## src/rtl/exec_pkg.sv

```systemverilog
// Constants for the instruction decode and flag evaluation block
package exec_pkg;
  // ==========================================================
  // Control register addresses in the register file
  localparam logic [7:0] OFS_IMASK = 8'hfb;
  localparam logic [7:0] OFS_FLAGS = 8'hfc;
  localparam logic [7:0] OFS_WGRP = 8'hfd;
  localparam logic [7:0] OFS_STACK = 8'hff;
  // ==========================================================
  // Reset values
  localparam logic [7:0] RST_IMASK = 8'h00;
  localparam logic [7:0] RST_FLAGS = 8'h00;
  localparam logic [7:0] RST_WGRP = 8'h00;
  localparam logic [7:0] RST_STACK = 8'h00;
  // ==========================================================
  // Flag bit positions
  localparam int FL_C = 7;
  localparam int FL_Z = 6;
  localparam int FL_S = 5;
  localparam int FL_V = 4;
  localparam int FL_D = 3;
  localparam int FL_H = 2;
  localparam int IM_GLOBAL = 7;
  // ==========================================================
  // Condition codes
  localparam logic [3:0] CC_NEVER = 4'h0;
  localparam logic [3:0] CC_SIGNED_BELOW = 4'h1;
  localparam logic [3:0] CC_SIGNED_AT_MOST = 4'h2;
  localparam logic [3:0] CC_UNSIGNED_AT_MOST = 4'h3;
  localparam logic [3:0] CC_OVERFLOWED = 4'h4;
  localparam logic [3:0] CC_NEGATIVE = 4'h5;
  localparam logic [3:0] CC_ZERO = 4'h6;
  localparam logic [3:0] CC_CARRY = 4'h7;
  localparam logic [3:0] CC_ALWAYS = 4'h8;
  localparam logic [3:0] CC_SIGNED_AT_LEAST = 4'h9;
  localparam logic [3:0] CC_SIGNED_ABOVE = 4'ha;
  localparam logic [3:0] CC_UNSIGNED_ABOVE = 4'hb;
  localparam logic [3:0] CC_NOT_OVERFLOWED = 4'hc;
  localparam logic [3:0] CC_POSITIVE = 4'hd;
  localparam logic [3:0] CC_NONZERO = 4'he;
  localparam logic [3:0] CC_NO_CARRY = 4'hf;
  // ==========================================================
  // Opcodes: upper nibbles of the two-operand group
  localparam logic [3:0] GRP_ADD = 4'h0;
  localparam logic [3:0] GRP_ADC = 4'h1;
  localparam logic [3:0] GRP_AND = 4'h5;
  localparam logic [3:0] GRP_CMP = 4'ha;
  localparam logic [3:0] LO_GRP_FIRST = 4'h2;
  localparam logic [3:0] LO_GRP_LAST = 4'h7;
  // Lower nibbles of register-numbered and condition-coded forms
  localparam logic [3:0] LO_LOOP_BRANCH = 4'ha;
  localparam logic [3:0] LO_REL_JUMP = 4'hb;
  localparam logic [3:0] LO_ABS_JUMP = 4'hd;
  localparam logic [3:0] LO_REG_INC = 4'he;
  // Single-operand opcodes
  localparam logic [7:0] OP_DEC_R = 8'h00;
  localparam logic [7:0] OP_DEC_IR = 8'h01;
  localparam logic [7:0] OP_INC_R = 8'h20;
  localparam logic [7:0] OP_INC_IR = 8'h21;
  localparam logic [7:0] OP_JUMP_PAIR = 8'h30;
  localparam logic [7:0] OP_BCD_R = 8'h40;
  localparam logic [7:0] OP_BCD_IR = 8'h41;
  localparam logic [7:0] OP_INV_R = 8'h60;
  localparam logic [7:0] OP_INV_IR = 8'h61;
  localparam logic [7:0] OP_WDEC_RR = 8'h80;
  localparam logic [7:0] OP_WDEC_IR = 8'h81;
  localparam logic [7:0] OP_IDIS = 8'h8f;
  localparam logic [7:0] OP_IEN = 8'h9f;
  localparam logic [7:0] OP_WINC_RR = 8'ha0;
  localparam logic [7:0] OP_WINC_IR = 8'ha1;
  localparam logic [7:0] OP_ZERO_R = 8'hb0;
  localparam logic [7:0] OP_ZERO_IR = 8'hb1;
  localparam logic [7:0] OP_INTERRUPT_RETURN_OP = 8'hbf;
  localparam logic [7:0] OP_PMLOAD = 8'hc2;
  localparam logic [7:0] OP_PMLOAD_INC = 8'hc3;
  localparam logic [7:0] OP_CALL_PAIR = 8'hd4;
  localparam logic [7:0] OP_CALL_DIRECT = 8'hd6;
  localparam logic [7:0] OP_INV_CARRY = 8'hef;
  localparam logic [7:0] OP_NOP = 8'hff;
  // ==========================================================
  // Stack adjustments
  localparam logic [7:0] CALL_STACK_DROP = 8'h02;
  localparam logic [7:0] INTERRUPT_RETURN_OP_FLAGS_POP = 8'h01;
  localparam logic [7:0] INTERRUPT_RETURN_OP_PC_POP = 8'h02;
endpackage

```

## src/rtl/cond_eval.sv

```systemverilog
// Condition code evaluator against the flag byte
`timescale 1ns/100ps
module cond_eval (
  input wire logic [3:0] code,
  input wire logic [7:0] flags,
  output logic hit
);
  logic c;
  logic z;
  logic s;
  logic v;
  assign c = flags[exec_pkg::FL_C];
  assign z = flags[exec_pkg::FL_Z];
  assign s = flags[exec_pkg::FL_S];
  assign v = flags[exec_pkg::FL_V];

  // ==========================================================
  // Decode
  always_comb begin
    case (code)
      exec_pkg::CC_ALWAYS: hit = 1'b1;
      exec_pkg::CC_NEVER: hit = 1'b0;
      exec_pkg::CC_CARRY: hit = c;
      exec_pkg::CC_NO_CARRY: hit = !c;
      exec_pkg::CC_ZERO: hit = z;
      exec_pkg::CC_NONZERO: hit = !z;
      exec_pkg::CC_NEGATIVE: hit = s;
      exec_pkg::CC_POSITIVE: hit = !s;
      exec_pkg::CC_OVERFLOWED: hit = v;
      exec_pkg::CC_NOT_OVERFLOWED: hit = !v;
      exec_pkg::CC_SIGNED_AT_LEAST: hit = !(s ^ v);
      exec_pkg::CC_SIGNED_BELOW: hit = s ^ v;
      exec_pkg::CC_SIGNED_ABOVE: hit = !(z | (s ^ v));
      exec_pkg::CC_SIGNED_AT_MOST: hit = z | (s ^ v);
      exec_pkg::CC_UNSIGNED_AT_MOST: hit = c | z;
      exec_pkg::CC_UNSIGNED_ABOVE: hit = !c & !z;
      default: hit = 1'b0;
    endcase
  end
endmodule // cond_eval

```

## src/rtl/instr_decode_flag_eval.sv

```systemverilog
// Instruction decode, execute and flag evaluation for an 8-bit core
// Behaviour
// - Flags register holds carry zero sign overflow decimal half
// - Codes 8/0 always/never; 7/F carry set/clear
// - Codes 6/E zero, 5/D sign, 4/C overflow
// - Signed codes 9/1 and A/2 from S,V,Z
// - Code 3 carry-or-zero; B both clear
// - Add with and without carry, update CZSV
// - AND updates Z,S, clears V, keeps C
// - Call drops stack by two, pushes PC, jumps
// - Carry complement inverts carry only
// - Clear writes zero, flags untouched
// - Complement inverts destination, updates Z,S, clears V
// - Compare subtracts, sets CZSV, writes nothing
// - Decimal adjust corrects BCD using H and D
// - Byte and word decrement update Z,S,V
// - Interrupt disable/enable clear/set mask bit 7
// - Loop branch decrements register, branches if nonzero
// - Byte and word increment update Z,S,V, keep C
// - Interrupt return pops flags, PC, sets mask bit
// - Absolute jump on condition; pair form unconditional
// - Relative jump adds signed byte on condition
// - Program memory load moves byte, flags untouched
`timescale 1ns/100ps
module instr_decode_flag_eval #(
  parameter int PC_W = 16
) (
  input wire logic clk,
  input wire logic resetn,
  input wire logic ce,
  input wire logic [7:0] reg_addr,
  input wire logic [7:0] reg_wdata,
  input wire logic reg_wr,
  input wire logic reg_rd,
  output logic [7:0] reg_rdata,
  input wire logic exec_valid,
  input wire logic [7:0] exec_op,
  input wire logic [15:0] exec_dst,
  input wire logic [7:0] exec_src,
  input wire logic [PC_W-1:0] exec_next_pc,
  input wire logic [PC_W-1:0] exec_target,
  input wire logic [7:0] exec_disp,
  input wire logic [7:0] exec_pop_flags,
  input wire logic [PC_W-1:0] exec_pop_pc,
  output logic res_valid,
  output logic res_wr,
  output logic res_word,
  output logic [15:0] res_data,
  output logic res_wreg_sel,
  output logic [7:0] res_wreg,
  output logic pc_load,
  output logic [PC_W-1:0] pc_value,
  output logic push_valid,
  output logic [7:0] push_addr,
  output logic [PC_W-1:0] push_data,
  output logic ptr_inc,
  output logic undef_op,
  output logic [7:0] stack_top,
  output logic [7:0] flags_out,
  output logic [7:0] imask_out,
  output logic [7:0] wgrp_out
);
  // ==========================================================
  // Elaboration check
  if (PC_W < 9 || PC_W > 16) begin : g_bad_pc_w
    $error("PC_W must lie between 9 and 16");
  end

  // ==========================================================
  // State
  typedef struct packed {
    logic [7:0] imask;
    logic [7:0] flags;
    logic [7:0] wgrp;
    logic [7:0] stack;
    logic [7:0] rdata;
    logic res_valid;
    logic res_wr;
    logic res_word;
    logic [15:0] res_data;
    logic res_wreg_sel;
    logic [7:0] res_wreg;
    logic pc_load;
    logic [PC_W-1:0] pc_value;
    logic push_valid;
    logic [7:0] push_addr;
    logic [PC_W-1:0] push_data;
    logic ptr_inc;
    logic undef_op;
  } state_t;

  state_t st_r;
  state_t st_nxt;

  // ==========================================================
  // Helpers
  function automatic logic [7:0] read_mux(input state_t s, input logic [7:0] a);
    case (a)
      exec_pkg::OFS_IMASK: read_mux = s.imask;
      exec_pkg::OFS_FLAGS: read_mux = s.flags;
      exec_pkg::OFS_WGRP: read_mux = s.wgrp;
      exec_pkg::OFS_STACK: read_mux = s.stack;
      default: read_mux = 8'h00;
    endcase
  endfunction

  // Zero and sign for an 8-bit result
  function automatic logic [7:0] zs(input logic [7:0] f, input logic [7:0] r);
    logic [7:0] t;
    t = f;
    t[exec_pkg::FL_Z] = (r == 8'h00);
    t[exec_pkg::FL_S] = r[7];
    zs = t;
  endfunction

  function automatic logic [PC_W-1:0] rel(input logic [PC_W-1:0] pc, input logic [7:0] d);
    rel = pc + {{(PC_W-8){d[7]}}, d};
  endfunction

  // ==========================================================
  // Condition evaluation on the upper opcode nibble
  logic cc_hit;
  cond_eval u_cond (
    .code(exec_op[7:4]),
    .flags(st_r.flags),
    .hit(cc_hit)
  );

  // ==========================================================
  // Datapath terms
  logic [3:0] op_hi;
  logic [3:0] op_lo;
  logic [7:0] a;
  logic [7:0] b;
  logic [8:0] sum9;
  logic [4:0] half5;
  logic [8:0] dif9;
  logic [7:0] bcd;
  logic bcd_c;
  logic [7:0] dec8;
  logic [7:0] inc8;
  logic [15:0] dec16;
  logic [15:0] inc16;
  logic cin;

  always_comb begin
    op_hi = exec_op[7:4];
    op_lo = exec_op[3:0];
    a = exec_dst[7:0];
    b = exec_src;
    cin = (op_hi == exec_pkg::GRP_ADC) ? st_r.flags[exec_pkg::FL_C] : 1'b0;
    sum9 = {1'b0, a} + {1'b0, b} + {8'h00, cin};
    half5 = {1'b0, a[3:0]} + {1'b0, b[3:0]} + {4'h0, cin};
    dif9 = {1'b0, a} - {1'b0, b};
    dec8 = a - 8'h01;
    inc8 = a + 8'h01;
    dec16 = exec_dst - 16'h0001;
    inc16 = exec_dst + 16'h0001;
    // Decimal correction depends on the D flag: add path when D is clear, subtract path when D is set
    bcd = a;
    bcd_c = st_r.flags[exec_pkg::FL_C];
    if (!st_r.flags[exec_pkg::FL_D]) begin
      if (st_r.flags[exec_pkg::FL_C] || a > 8'h99) begin
        bcd = bcd + 8'h60;
        bcd_c = 1'b1;
      end
      if (st_r.flags[exec_pkg::FL_H] || a[3:0] > 4'h9) begin
        bcd = bcd + 8'h06;
      end
    end else begin
      if (st_r.flags[exec_pkg::FL_C]) begin
        bcd = bcd - 8'h60;
      end
      if (st_r.flags[exec_pkg::FL_H]) begin
        bcd = bcd - 8'h06;
      end
    end
  end

  // ==========================================================
  // Next state
  always_comb begin
    st_nxt = st_r;
    st_nxt.rdata = 8'h00;
    st_nxt.res_valid = 1'b0;
    st_nxt.res_wr = 1'b0;
    st_nxt.res_word = 1'b0;
    st_nxt.res_wreg_sel = 1'b0;
    st_nxt.pc_load = 1'b0;
    st_nxt.push_valid = 1'b0;
    st_nxt.ptr_inc = 1'b0;
    st_nxt.undef_op = 1'b0;
    if (reg_rd) begin
      st_nxt.rdata = read_mux(st_r, reg_addr);
    end
    // Software write first, so an executing instruction in the same cycle wins
    if (reg_wr) begin
      case (reg_addr)
        exec_pkg::OFS_IMASK: st_nxt.imask = reg_wdata;
        exec_pkg::OFS_FLAGS: st_nxt.flags = reg_wdata;
        exec_pkg::OFS_WGRP: st_nxt.wgrp = reg_wdata;
        exec_pkg::OFS_STACK: st_nxt.stack = reg_wdata;
        default: st_nxt.stack = st_nxt.stack;
      endcase
    end
    if (exec_valid) begin
      st_nxt.res_valid = 1'b1;
      case (exec_op)
        exec_pkg::OP_INV_CARRY: begin
          st_nxt.flags[exec_pkg::FL_C] = !st_r.flags[exec_pkg::FL_C];
        end
        exec_pkg::OP_ZERO_R, exec_pkg::OP_ZERO_IR: begin
          st_nxt.res_wr = 1'b1;
          st_nxt.res_data = 16'h0000;
        end
        exec_pkg::OP_INV_R, exec_pkg::OP_INV_IR: begin
          st_nxt.res_wr = 1'b1;
          st_nxt.res_data = {8'h00, ~a};
          st_nxt.flags = zs(st_r.flags, ~a);
          st_nxt.flags[exec_pkg::FL_V] = 1'b0;
        end
        exec_pkg::OP_BCD_R, exec_pkg::OP_BCD_IR: begin
          st_nxt.res_wr = 1'b1;
          st_nxt.res_data = {8'h00, bcd};
          st_nxt.flags = zs(st_r.flags, bcd);
          st_nxt.flags[exec_pkg::FL_C] = bcd_c;
        end
        exec_pkg::OP_DEC_R, exec_pkg::OP_DEC_IR: begin
          st_nxt.res_wr = 1'b1;
          st_nxt.res_data = {8'h00, dec8};
          st_nxt.flags = zs(st_r.flags, dec8);
          st_nxt.flags[exec_pkg::FL_V] = (a == 8'h80);
        end
        exec_pkg::OP_INC_R, exec_pkg::OP_INC_IR: begin
          st_nxt.res_wr = 1'b1;
          st_nxt.res_data = {8'h00, inc8};
          st_nxt.flags = zs(st_r.flags, inc8);
          st_nxt.flags[exec_pkg::FL_V] = (a == 8'h7f);
        end
        exec_pkg::OP_WDEC_RR, exec_pkg::OP_WDEC_IR: begin
          st_nxt.res_wr = 1'b1;
          st_nxt.res_word = 1'b1;
          st_nxt.res_data = dec16;
          st_nxt.flags[exec_pkg::FL_Z] = (dec16 == 16'h0000);
          st_nxt.flags[exec_pkg::FL_S] = dec16[15];
          st_nxt.flags[exec_pkg::FL_V] = (exec_dst == 16'h8000);
        end
        exec_pkg::OP_WINC_RR, exec_pkg::OP_WINC_IR: begin
          st_nxt.res_wr = 1'b1;
          st_nxt.res_word = 1'b1;
          st_nxt.res_data = inc16;
          st_nxt.flags[exec_pkg::FL_Z] = (inc16 == 16'h0000);
          st_nxt.flags[exec_pkg::FL_S] = inc16[15];
          st_nxt.flags[exec_pkg::FL_V] = (exec_dst == 16'h7fff);
        end
        exec_pkg::OP_IDIS: st_nxt.imask[exec_pkg::IM_GLOBAL] = 1'b0;
        exec_pkg::OP_IEN: st_nxt.imask[exec_pkg::IM_GLOBAL] = 1'b1;
        exec_pkg::OP_INTERRUPT_RETURN_OP: begin
          // Both pops are folded into one step: flags byte then the return address
          st_nxt.flags = exec_pop_flags;
          st_nxt.stack = st_r.stack + exec_pkg::INTERRUPT_RETURN_OP_FLAGS_POP + exec_pkg::INTERRUPT_RETURN_OP_PC_POP;
          st_nxt.pc_load = 1'b1;
          st_nxt.pc_value = exec_pop_pc;
          st_nxt.imask[exec_pkg::IM_GLOBAL] = 1'b1;
        end
        exec_pkg::OP_JUMP_PAIR: begin
          st_nxt.pc_load = 1'b1;
          st_nxt.pc_value = exec_target;
        end
        exec_pkg::OP_CALL_DIRECT, exec_pkg::OP_CALL_PAIR: begin
          st_nxt.stack = st_r.stack - exec_pkg::CALL_STACK_DROP;
          st_nxt.push_valid = 1'b1;
          st_nxt.push_addr = st_r.stack - exec_pkg::CALL_STACK_DROP;
          st_nxt.push_data = exec_next_pc;
          st_nxt.pc_load = 1'b1;
          st_nxt.pc_value = exec_target;
        end
        exec_pkg::OP_PMLOAD, exec_pkg::OP_PMLOAD_INC: begin
          st_nxt.res_wr = 1'b1;
          st_nxt.res_data = {8'h00, b};
          st_nxt.ptr_inc = (exec_op == exec_pkg::OP_PMLOAD_INC);
        end
        exec_pkg::OP_NOP: st_nxt.res_wr = 1'b0;
        default: begin
          if (op_lo >= exec_pkg::LO_GRP_FIRST && op_lo <= exec_pkg::LO_GRP_LAST &&
              (op_hi == exec_pkg::GRP_ADD || op_hi == exec_pkg::GRP_ADC)) begin
            st_nxt.res_wr = 1'b1;
            st_nxt.res_data = {8'h00, sum9[7:0]};
            st_nxt.flags = zs(st_r.flags, sum9[7:0]);
            st_nxt.flags[exec_pkg::FL_C] = sum9[8];
            st_nxt.flags[exec_pkg::FL_V] = (a[7] == b[7]) && (sum9[7] != a[7]);
            st_nxt.flags[exec_pkg::FL_D] = 1'b0;
            st_nxt.flags[exec_pkg::FL_H] = half5[4];
          end else if (op_lo >= exec_pkg::LO_GRP_FIRST && op_lo <= exec_pkg::LO_GRP_LAST &&
                       op_hi == exec_pkg::GRP_AND) begin
            st_nxt.res_wr = 1'b1;
            st_nxt.res_data = {8'h00, a & b};
            st_nxt.flags = zs(st_r.flags, a & b);
            st_nxt.flags[exec_pkg::FL_V] = 1'b0;
          end else if (op_lo >= exec_pkg::LO_GRP_FIRST && op_lo <= exec_pkg::LO_GRP_LAST &&
                       op_hi == exec_pkg::GRP_CMP) begin
            st_nxt.flags = zs(st_r.flags, dif9[7:0]);
            st_nxt.flags[exec_pkg::FL_C] = dif9[8];
            st_nxt.flags[exec_pkg::FL_V] = (a[7] != b[7]) && (dif9[7] != a[7]);
          end else if (op_lo == exec_pkg::LO_LOOP_BRANCH) begin
            // Working register number is the upper opcode nibble
            st_nxt.res_wr = 1'b1;
            st_nxt.res_wreg_sel = 1'b1;
            st_nxt.res_wreg = {st_r.wgrp[7:4], op_hi};
            st_nxt.res_data = {8'h00, dec8};
            st_nxt.pc_load = (dec8 != 8'h00);
            st_nxt.pc_value = rel(exec_next_pc, exec_disp);
          end else if (op_lo == exec_pkg::LO_REL_JUMP) begin
            st_nxt.pc_load = cc_hit;
            st_nxt.pc_value = rel(exec_next_pc, exec_disp);
          end else if (op_lo == exec_pkg::LO_ABS_JUMP) begin
            st_nxt.pc_load = cc_hit;
            st_nxt.pc_value = exec_target;
          end else if (op_lo == exec_pkg::LO_REG_INC) begin
            st_nxt.res_wr = 1'b1;
            st_nxt.res_wreg_sel = 1'b1;
            st_nxt.res_wreg = {st_r.wgrp[7:4], op_hi};
            st_nxt.res_data = {8'h00, inc8};
            st_nxt.flags = zs(st_r.flags, inc8);
            st_nxt.flags[exec_pkg::FL_V] = (a == 8'h7f);
          end else begin
            // Blank or out-of-scope opcode: flags, stack and mask keep their registered values, dropping a same-cycle software write
            st_nxt.undef_op = 1'b1;
            st_nxt.flags = st_r.flags;
            st_nxt.stack = st_r.stack;
            st_nxt.imask = st_r.imask;
          end
        end
      endcase
    end
  end

  // ==========================================================
  // Registers
  always_ff @(posedge clk or negedge resetn) begin
    if (!resetn) begin
      st_r <= '0;
      st_r.imask <= exec_pkg::RST_IMASK;
      st_r.flags <= exec_pkg::RST_FLAGS;
      st_r.wgrp <= exec_pkg::RST_WGRP;
      st_r.stack <= exec_pkg::RST_STACK;
    end else if (ce) begin
      st_r <= st_nxt;
    end
  end

  // ==========================================================
  // Outputs
  assign reg_rdata = st_r.rdata;
  assign res_valid = st_r.res_valid;
  assign res_wr = st_r.res_wr;
  assign res_word = st_r.res_word;
  assign res_data = st_r.res_data;
  assign res_wreg_sel = st_r.res_wreg_sel;
  assign res_wreg = st_r.res_wreg;
  assign pc_load = st_r.pc_load;
  assign pc_value = st_r.pc_value;
  assign push_valid = st_r.push_valid;
  assign push_addr = st_r.push_addr;
  assign push_data = st_r.push_data;
  assign ptr_inc = st_r.ptr_inc;
  assign undef_op = st_r.undef_op;
  assign stack_top = st_r.stack;
  assign flags_out = st_r.flags;
  assign imask_out = st_r.imask;
  assign wgrp_out = st_r.wgrp;
endmodule // instr_decode_flag_eval

```

## config.mk

```make
export PLATFORM = sky130hd
export DESIGN_NAME = instr_decode_flag_eval
export DESIGN_NICKNAME = d
export VERILOG_FILES = /design/src/rtl/exec_pkg.sv /design/src/rtl/cond_eval.sv /design/src/rtl/instr_decode_flag_eval.sv
export SDC_FILE = /design/constraint.sdc
export NUM_CORES = 1
export LEC_CHECK = 0
export ABC_CLOCK_PERIOD_IN_PS = 3630
export BUFFER_PORTS_ARGS = -buffer_cell sky130_fd_sc_hd__buf_2
export CORE_MARGIN = 1
export CORE_UTILIZATION = 49
export CTS_CLUSTER_SIZE = 10
export DETAILED_ROUTE_END_ITERATION = 6
export HOLD_SLACK_MARGIN = 0.08
export PLACE_DENSITY = 0.84
export SKIP_CTS_REPAIR_TIMING = 1
export SYNTH_ARGS = -nofsm -noshare
export SYNTH_HDL_FRONTEND = slang
export SYNTH_SLANG_ARGS = --single-unit
```

## constraint.sdc

```tcl
create_clock -name clk -period 3.63 [get_ports clk]
set_input_delay 0.363 -clock clk [delete_from_list [all_inputs] [get_ports clk]]
set_output_delay 0.363 -clock clk [all_outputs]
set_load 0.02 [all_outputs]
```

==> results of run 1 <==
[how the worst min path moves through the flow]
stage	to	slack (ns)	startpoint	depth (start not counted)
2_1_floorplan	flags_out[0]	0.07	resetn	0
3_3_place_gp	res_data[1]	0.46	res_data[1]	2
3_5_place_dp	res_data[3]	0.47	res_data[3]	2
4_1_cts	res_data[2]	0.14	resetn	1
5_1_grt	res_wreg[5]	0.18	resetn	1
6_report	res_data[7]	0.10	resetn	1
[placed cells by master, fill, tap and decap left out, drive strengths merged, types with 16 or more instances in the layout]
cell type	count
buf	259
dfrtp	112
nand2	106
nor2	93
o21ai	77
a21oi	58
inv	52
nor3	46
ha	45
mux2	43
xnor2	37
nand3	36
xor2	27
o22ai	24
a221oi	21
mux2i	17
a222oi	16
[critical path, stage by stage, from the launching register on]
cell,delay [ns]
dfrtp_1,0.39
inv_1,0.18
nor3_1,0.12
fa_1,0.41
fa_1,0.41
nand2b_1,0.09
a21oi_1,0.06
nor2_1,0.31
xor2_1,0.25
nor3_2,0.07
and3_1,0.19
a21bo_1,0.18
o211a_1,0.21
[final cells by class]
type	instances	area [µm²]	area share, %
multi-input cells	910	6260	55.6
clock buffers	9	225	2.00
well taps	260	325	2.89
inverters	47	176	1.57
repair buffers	259	1390	12.3
flip-flops and latches	112	2800	24.9
clock inverters	7	86.3	0.766
[power breakdown]
| part | switching, mW | internal [mW] | leakage (nW) |
|---|---|---|---|
| clock network | 0.587 | 0.506 | 0.154 |
| logic | 0.851 | 0.519 | 3.52 |
| registers | 0.156 | 1.38 | 1.49 |
| total | 1.59 | 2.40 | 5.16 |
[per-stage QoR]
step | hold slack, ns | power [mW] | cell area [µm²] | std cells
3_5_place_dp | 0.466 | 2.89 | 11000 | 1588
5_1_grt | 0.182 | 4.16 | 11300 | 1604
4_1_cts | 0.143 | 3.97 | 11300 | 1604
3_3_place_gp | 0.458 | 2.86 | 11000 | 1588
2_1_floorplan | 0.0674 | 2.39 | 9560 | 1145
6_report | 0.101 | 4.00 | 11300 | 1604
[metal layers]
metal | vias to the layer above | GRT usage [%]
met5 | - | 0
met4 | 4 | 18.3
met3 | 140 | 7.05
met2 | 695 | 54.8
met1 | 4876 | 43.5
li1 | 4698 | -
[kinds of logic (layout without fill, tap and decap cells)]
logic type               count (synthesis)  count (layout)
AO/OA/AOI/OAI                          348             348
XOR/XNOR                                64              64
adder cells (fa/ha/maj)                 49              49
buffers and inverters                  123             322
flip-flops                             112             112
multiplexers                            61              61
AND/OR/NAND/NOR                        388             388
==> results.toml, run 1 <==
[status]
status = "complete, but fails checks"
violations = "design-rule violations"

[cts]
cts_tree = "yes"
cts_buffers = 9
cts_num_sinks = 112
clk_pin_slew_ns = 0.10
clock_latency_ns = 0.38
clk_path_buf_depth = 2
htreeDepth = 3
cts_root_buf = "clkbuf_16"

[floorplanning]
num_rows = 50
fp.dieH_um = 142
core_area_um2 = 18900
die_w_um = 142
fp.dieArea_um2 = 20100
ioPinCount = 230
start_util_pct = 50.6

[logic_synthesis]
synth_edf_count = 0
yosys_warnings = 0
yosys.area_share.simple_pct = 20.2
netlist.area_leader.share_pct = 29.3
synth-xor-area-share_pct = 5.86
synth-compound-area-share_pct = 25.6
synth_area_leaders = "dfrtp_1 (29%), ha_1 (5.9%), mux2_2 (5.1%)"
ys_types = 85
syn_inst = 1145
synthAdderAreaFrac_pct = 6.73
synthArstFlopShare_pct = 100
yosysSeqAreaShare_pct = 29.3
syn_nets = 1312
synth_top_cell_by_area = "dfrtp_1"
synth_top_family_by_area = "compound AO/OA/AOI/OAI gates"
synthFlopType = "dfrtp_1"
netlist_area_um2 = 9560
synth.mux.area_fraction_pct = 7.08
ys_seq_elements = 112
yosysMostFrequentCell = "dfrtp_1"
syn_avg_cell_area_um2 = 8.35
synth_commonest_cells = "dfrtp_1 (112), nand2_1 (106), nor2_1 (93)"

[global_routing]
grt_max_degree = 63
grt_pass1_vias = 9831
grt_first_pass_wirelength_um = 53500
grt_overflow = 0
antenna_found_initial = 3
track_usage_pct = 34.2

[setup_path]
reg2reg_from = "flags_out[7]"
ff2ff_path_depth = 12
endpoint = "flags_out[6]"
cp.arrival_ns = 3.26
r2r_slack_ns = 0.64
timing.rr.end = "flags_out[6]"
critical_path_class = "flip-flop to flip-flop"
worstPathMaxFanout = 4
cp-startpoint = "flags_out[7]"
worstSetupEndpointType = "flip-flop"
cp.required_ns = 3.90
startpoint_type = "flip-flop"

[placement]
dp_slack_ns = 0.353
dp_hpwl_um = 25800
place_congestion = 0.986
port_buffers = 229

[sta]
finalSetupViolations = 0
fin_skew_ns = 0.0147
hold_viol = 0
slew_viol_final = 0
rsz0062_at_grt = "false"
fin_crit_ns = 2.99
slew-limit-headroom_pct = 28.7
fin_setup_tns_ns = 0
fmax_mhz = 334
tightest_slew_ns = 1.07
worst_slack_ns = 0.638
fin_crit_sh_pct = 82.4

[final_layout]
final_util_pct = 59.6
nFillCells = 1755
final_nets = 1506
antenna_cells = 0
synthToLayoutAreaGrowth_pct = 17.8
drive_above_1_share_pct = 25.4

[route]
routed-wl-met2_um = 15600
wl_per_cell_um = 21.4
vias = 10400
avgViaCountPerCell = 6.49
drc = 8
dr.pass1.iters = 7
ant_nets = 0
finalWirelength_um = 34300
highest_layer = "met5"
route.met3.wl_um = 3670
drt_iter0_markers = 1144
wl_met1_um = 13300

[min_path]
hp-class = "input port to async pin"

[pwr]
p_leak_nw = 5.16
ir_worst_vdd_uv = 244
p_per_area_nw_per_um2 = 355

[run]
maxCapViolCount = 0
(Power assumes the default switching activity.)
==> run 2: changes to the inputs <==
Settings changed: ABC_AREA set to 1, ABC_CLOCK_PERIOD_IN_PS 3630 to 2710, PLACE_DENSITY 0.84 to 0.87.
Clock period 3.63 ns to 2.71 ns, I/O delays scaled along.
==> run 2 against run 1 <==
The run now ends clean. Area after synthesis is 3.1% higher. Global-route usage is 1.6 points higher. Critical path depth is 3 higher. Final cell count is 27% higher. Non-clock buffer count is 30 higher. Clock skew is 0.0029 ns lower. Critical path type unchanged. Highest routed layer is now met4.
==> results.toml, run 2 <==
[status]
status = "complete, no violations"

[logic_synthesis]
synth_area_leaders = "dfrtp_1 (28%), nand2_1 (16%), o21ai_0 (6.2%)"
syn_avg_cell_area_um2 = 6.53
synth_commonest_cells = "nand2_1 (414), inv_1 (160), nor2_1 (146)"
synth_edf_count = 0
yosysMostFrequentCell = "nand2_1"
yosysSeqAreaShare_pct = 28.4
ys_seq_elements = 112
syn_nets = 1675
ys_types = 54
synth_top_cell_by_area = "dfrtp_1"
syn_inst = 1508
synthFlopType = "dfrtp_1"
yosys_warnings = 0
netlist.area_leader.share_pct = 28.4
synthArstFlopShare_pct = 100
netlist_area_um2 = 9850

[cts]
cts_buffers = 9
clock_latency_ns = 0.36
cts_num_sinks = 112
cts_tree = "yes"
htreeDepth = 3
clk_pin_slew_ns = 0.08
clk_path_buf_depth = 2
cts_root_buf = "clkbuf_16"

[pwr]
swShare_pct = 40.0
p_int_mw = 3.22
p_per_area_nw_per_um2 = 452
p_comb_share_pct = 35.9
ir_worst_vdd_uv = 305
p_clk_share_pct = 25.9
p_sw_mw = 2.15
p_leak_nw = 6.28
power.sequential.fraction_pct = 38.2

[run]
maxCapViolCount = 0

[setup_path]
cp.arrival_ns = 2.77
cp.required_ns = 3.00
critical_path_class = "flip-flop to flip-flop"
startpoint_type = "flip-flop"
worstSetupEndpointType = "flip-flop"
worstPathMaxFanout = 2

[route]
drc = 0
vias = 11900
wl_per_cell_um = 18.4
drt_iter0_markers = 950
finalWirelength_um = 37400
dr.pass1.iters = 6
ant_nets = 0
avgViaCountPerCell = 5.88

[floorplanning]
start_util_pct = 50.3
core_area_um2 = 19600
fp.dieH_um = 144
num_rows = 51
fp.dieArea_um2 = 20700
die_w_um = 144
ioPinCount = 230

[final_layout]
nFillCells = 1887
mostFrequentLayoutCells = "nand2_1 (414), buf_2 (228), inv_1 (160)"
final_nets = 1927
layout_commonest_cell = "nand2_1"
synthToLayoutAreaGrowth_pct = 20.6
stdcell_count = 2030
antenna_cells = 0
drive_above_1_share_pct = 19.8

[sta]
slew_viol_final = 0
rsz0062_at_grt = "false"
finalSetupViolations = 0
fin_skew_ns = 0.0117
slew-limit-headroom_pct = 39.9
tightest_slew_ns = 0.897
fin_crit_ns = 2.48
worst_slack_ns = 0.229
fin_crit_sh_pct = 91.5
fmax_mhz = 403
hold_viol = 0
fin_setup_tns_ns = 0

[placement]
port_buffers = 229
dp_hpwl_um = 29900
place_congestion = 1.06
dp_slack_ns = 0.0555
placedCellCount = 2013

[global_routing]
grt_overflow = 0
track_usage_pct = 35.8
grt_max_degree = 49
grt_pass1_vias = 10800
grt_first_pass_wirelength_um = 57200
antenna_found_initial = 0

[min_path]
hp-class = "input port to flip-flop"
-- run 2: cell types whose count changed after synthesis, sizes merged, moves of 16 or more --
cell | before | now
nand2 | 106 | 421
inv | 46 | 172
nand3 | 36 | 119
nor2 | 93 | 160
o21ai | 77 | 133
mux2 | 43 | 0
xnor2 | 37 | 9
nor3 | 46 | 21
clkbuf | 50 | 27
mux2i | 17 | 0
a222oi | 16 | 0
-- run 2: layout make-up --
| class | count | area (µm²) | share of cell area, % |
|---|---|---|---|
| inverter | 175 | 657 | 5.53 |
| tap | 265 | 332 | 2.79 |
| clock buffer | 10 | 229 | 1.93 |
| timing repair buffer | 289 | 1610 | 13.6 |
| multi-input combinational | 1173 | 6180 | 52.0 |
| sequential | 112 | 2800 | 23.6 |
| clock inverter | 6 | 68.8 | 0.579 |
-- run 2: cells by family (layout without fill, tap and decap cells) --
group | after synthesis | count (layout) | synth area share, %
xor+xnor | 37 | 37 | 3.29
buf+inv | 223 | 480 | 8.93
simple gates | 764 | 764 | 33.1
compound gates | 323 | 323 | 19.7
fa+ha+maj | 49 | 49 | 6.53
flops | 112 | 112 | 28.4
-- run 2: power by group through the flow --
| stage | Clock, mW | Combinational (mW) | Sequential, mW |
|---|---|---|---|
| 2_1_floorplan | 0 | 0.937 | 2.26 |
| 3_3_place_gp | 0 | 1.85 | 2.07 |
| 3_5_place_dp | 0 | 1.89 | 2.07 |
| 4_1_cts | 1.39 | 1.90 | 2.04 |
| 5_1_grt | 1.46 | 2.11 | 2.07 |
| 6_report | 1.39 | 1.93 | 2.05 |
-- run 2: path summary, 6_finish.rpt --
path | start | to | slack (ns) | cells after the start
setup / recovery | flags_out[7] | flags_out[6] | 0.23 | 15
setup reg to reg | flags_out[7] | flags_out[6] | 0.23 | 15
min in group asynchronous | resetn | push_data[2] | 0.50 | 2
max in group asynchronous | resetn | pc_value[6] | 1.48 | 3
hold / removal | exec_next_pc[6] | push_data[6] | 0.13 | 3
hold reg to reg | push_data[4] | push_data[4] | 0.47 | 2
-- run 2: through the flow --
step	hold WS, ns	area [µm²]	power (mW)	util (%)
floorplan	-0.0246	9850	3.19	-
global placement	0.339	11600	3.93	59.0
detailed placement	0.346	11600	3.96	59.0
CTS	-0.0400	11900	5.33	60.6
global route	0.140	11900	5.64	60.6
finish	0.135	11900	5.38	60.6
-- run 2: routing by layer --
metal | vias to the layer above | share of wire [%] | GRT usage (%)
met5 | - | 0 | 0
met1 | 5493 | 40 | 45.9
met3 | 148 | 9.7 | 6.76
met2 | 725 | 45 | 57.8
li1 | 5576 | - | -
met4 | 0 | 4.7 | 17.2
-- run 2: critical path: stages, from the launching register on --
cell and delay (ns):
dfrtp_1 0.36, inv_1 0.06, nor3_1 0.35, fa_2 0.32, fa_2 0.43, inv_1 0.08
nand2_1 0.05, nor2_1 0.12, nand3_1 0.09, nor2_1 0.11, nand3_1 0.09, nand4_1 0.10
nand2_1 0.05, inv_1 0.05, nand2_1 0.05, a21oi_1 0.11
==> run 3: changes to the inputs <==
Settings changed: CORE_ASPECT_RATIO set to 1.1, PLACE_DENSITY 0.87 to 0.82.
==> run 3 against run 2 <==
Worst hold slack improved by 0.00071 ns. Clock skew decreased by 0.00083 ns. Critical path depth increased by 2. Die area about the same. Critical path type unchanged. Global-route usage decreased by 0.99 points. Highest routed layer unchanged.
==> results.toml, run 3 (synthesis gave the netlist of run 2 again) <==
[status]
status = "complete, no violations"

[run]
maxCapViolCount = 0

[sta]
whs_ns = 0.136
fin_crit_ns = 2.51
hold_viol = 0
slew_viol_final = 0
fin_crit_sh_pct = 92.5
fin_setup_tns_ns = 0
worst_slack_ns = 0.202
finalSetupViolations = 0
slew-limit-headroom_pct = 45.4
fin_skew_ns = 0.0109
tightest_slew_ns = 0.819
fmax_mhz = 399
rsz0062_at_grt = "false"

[setup_path]
cp.required_ns = 2.99
cp-startpoint = "flags_out[7]"
worstSetupEndpointType = "flip-flop"
worstPathMaxFanout = 3
critical_path_class = "flip-flop to flip-flop"
startpoint_type = "flip-flop"
reg2reg_from = "flags_out[7]"
cp.arrival_ns = 2.78
r2r_slack_ns = 0.20

[global_routing]
grt_overflow = 0
grt_pass1_vias = 10700
grt_first_pass_wirelength_um = 55700
antenna_found_initial = 0
grt_max_degree = 63
track_usage_pct = 34.8

[floorplanning]
num_rows = 54
start_util_pct = 49.8
fp.dieArea_um2 = 20700
fp.dieH_um = 151
core_area_um2 = 19800
die_w_um = 137
ioPinCount = 230

[placement]
port_buffers = 229
placed_area_um2 = 11500
dp_slack_ns = 0.0586
dp_hpwl_um = 29400
placedCellCount = 1998
place_congestion = 1.05

[cts]
clock_latency_ns = 0.35
clk_path_buf_depth = 2
clk_pin_slew_ns = 0.08
cts_buffers = 9
htreeDepth = 3
cts_num_sinks = 112
cts_tree = "yes"
cts_root_buf = "clkbuf_16"

[final_layout]
layout_commonest_cell = "nand2_1"
stdcell_count = 2016
drive_above_1_share_pct = 19.7
final_nets = 1925
stdcell_area_um2 = 11900
mostFrequentLayoutCells = "nand2_1 (414), buf_2 (228), inv_1 (160)"
final_util_pct = 60.0
synthToLayoutAreaGrowth_pct = 20.6

[min_path]
hp-class = "input port to flip-flop"
min-delay-start = "exec_next_pc[14]"

[pwr]
p_leak_nw = 6.29
ir_worst_vdd_uv = 417
total_power_mw = 5.47
p_per_area_nw_per_um2 = 461

[route]
avgViaCountPerCell = 5.82
ant_nets = 0
drt_iter0_markers = 1009
wl_per_cell_um = 18.1
dr.pass1.iters = 6
drc = 0
finalWirelength_um = 36500
vias = 11700
run 3: final timing paths:
check | end | depth (start not counted)
worst max-delay path | flags_out[6] | 17
worst max register to register | flags_out[6] | 17
max in group asynchronous | pc_value[7] | 3
min in group asynchronous | reg_rdata[6] | 2
worst min-delay path | push_data[14] | 3
worst min register to register | push_data[12] | 2
run 3: layout make-up:
cell class,count,area (µm²)
Clock inverter,6,100
Multi-Input combinational cell,1173,6170
Clock buffer,10,229
Tap cell,252,315
Timing Repair Buffer,287,1600
Fill cell,1930,7920
Antenna cell,1,2.50
Inverter,175,657
Sequential cell,112,2800
run 3: per-layer routing:
metal	global-route usage [%]	share of wire, %	vias to the layer above
met4	17.4	4.9	0
met1	43.9	40	5386
met3	4.14	7.8	125
met5	0	0	-
li1	-	-	5561
met2	58.4	47	658
run 3: power by group:
group	switching [mW]	total [mW]	internal [mW]
registers	0.187	2.05	1.86
clock network	0.674	1.50	0.830
logic	1.28	1.92	0.640
total	2.14	5.47	3.33
run 3: critical path: stages, from the launching register on:
cell and delay [ns]:
dfrtp_1 0.38, inv_1 0.07, nor3_1 0.07, fa_2 0.37, fa_1 0.43, nand2_1 0.09
nand3_1 0.08, o21ai_0 0.12, nand2_1 0.08, nand2_1 0.08, nand3_1 0.09, nor2_1 0.09
nand3_1 0.08, nand4_1 0.09, nand2_1 0.05, inv_1 0.05, nand2_1 0.05, a21oi_1 0.14
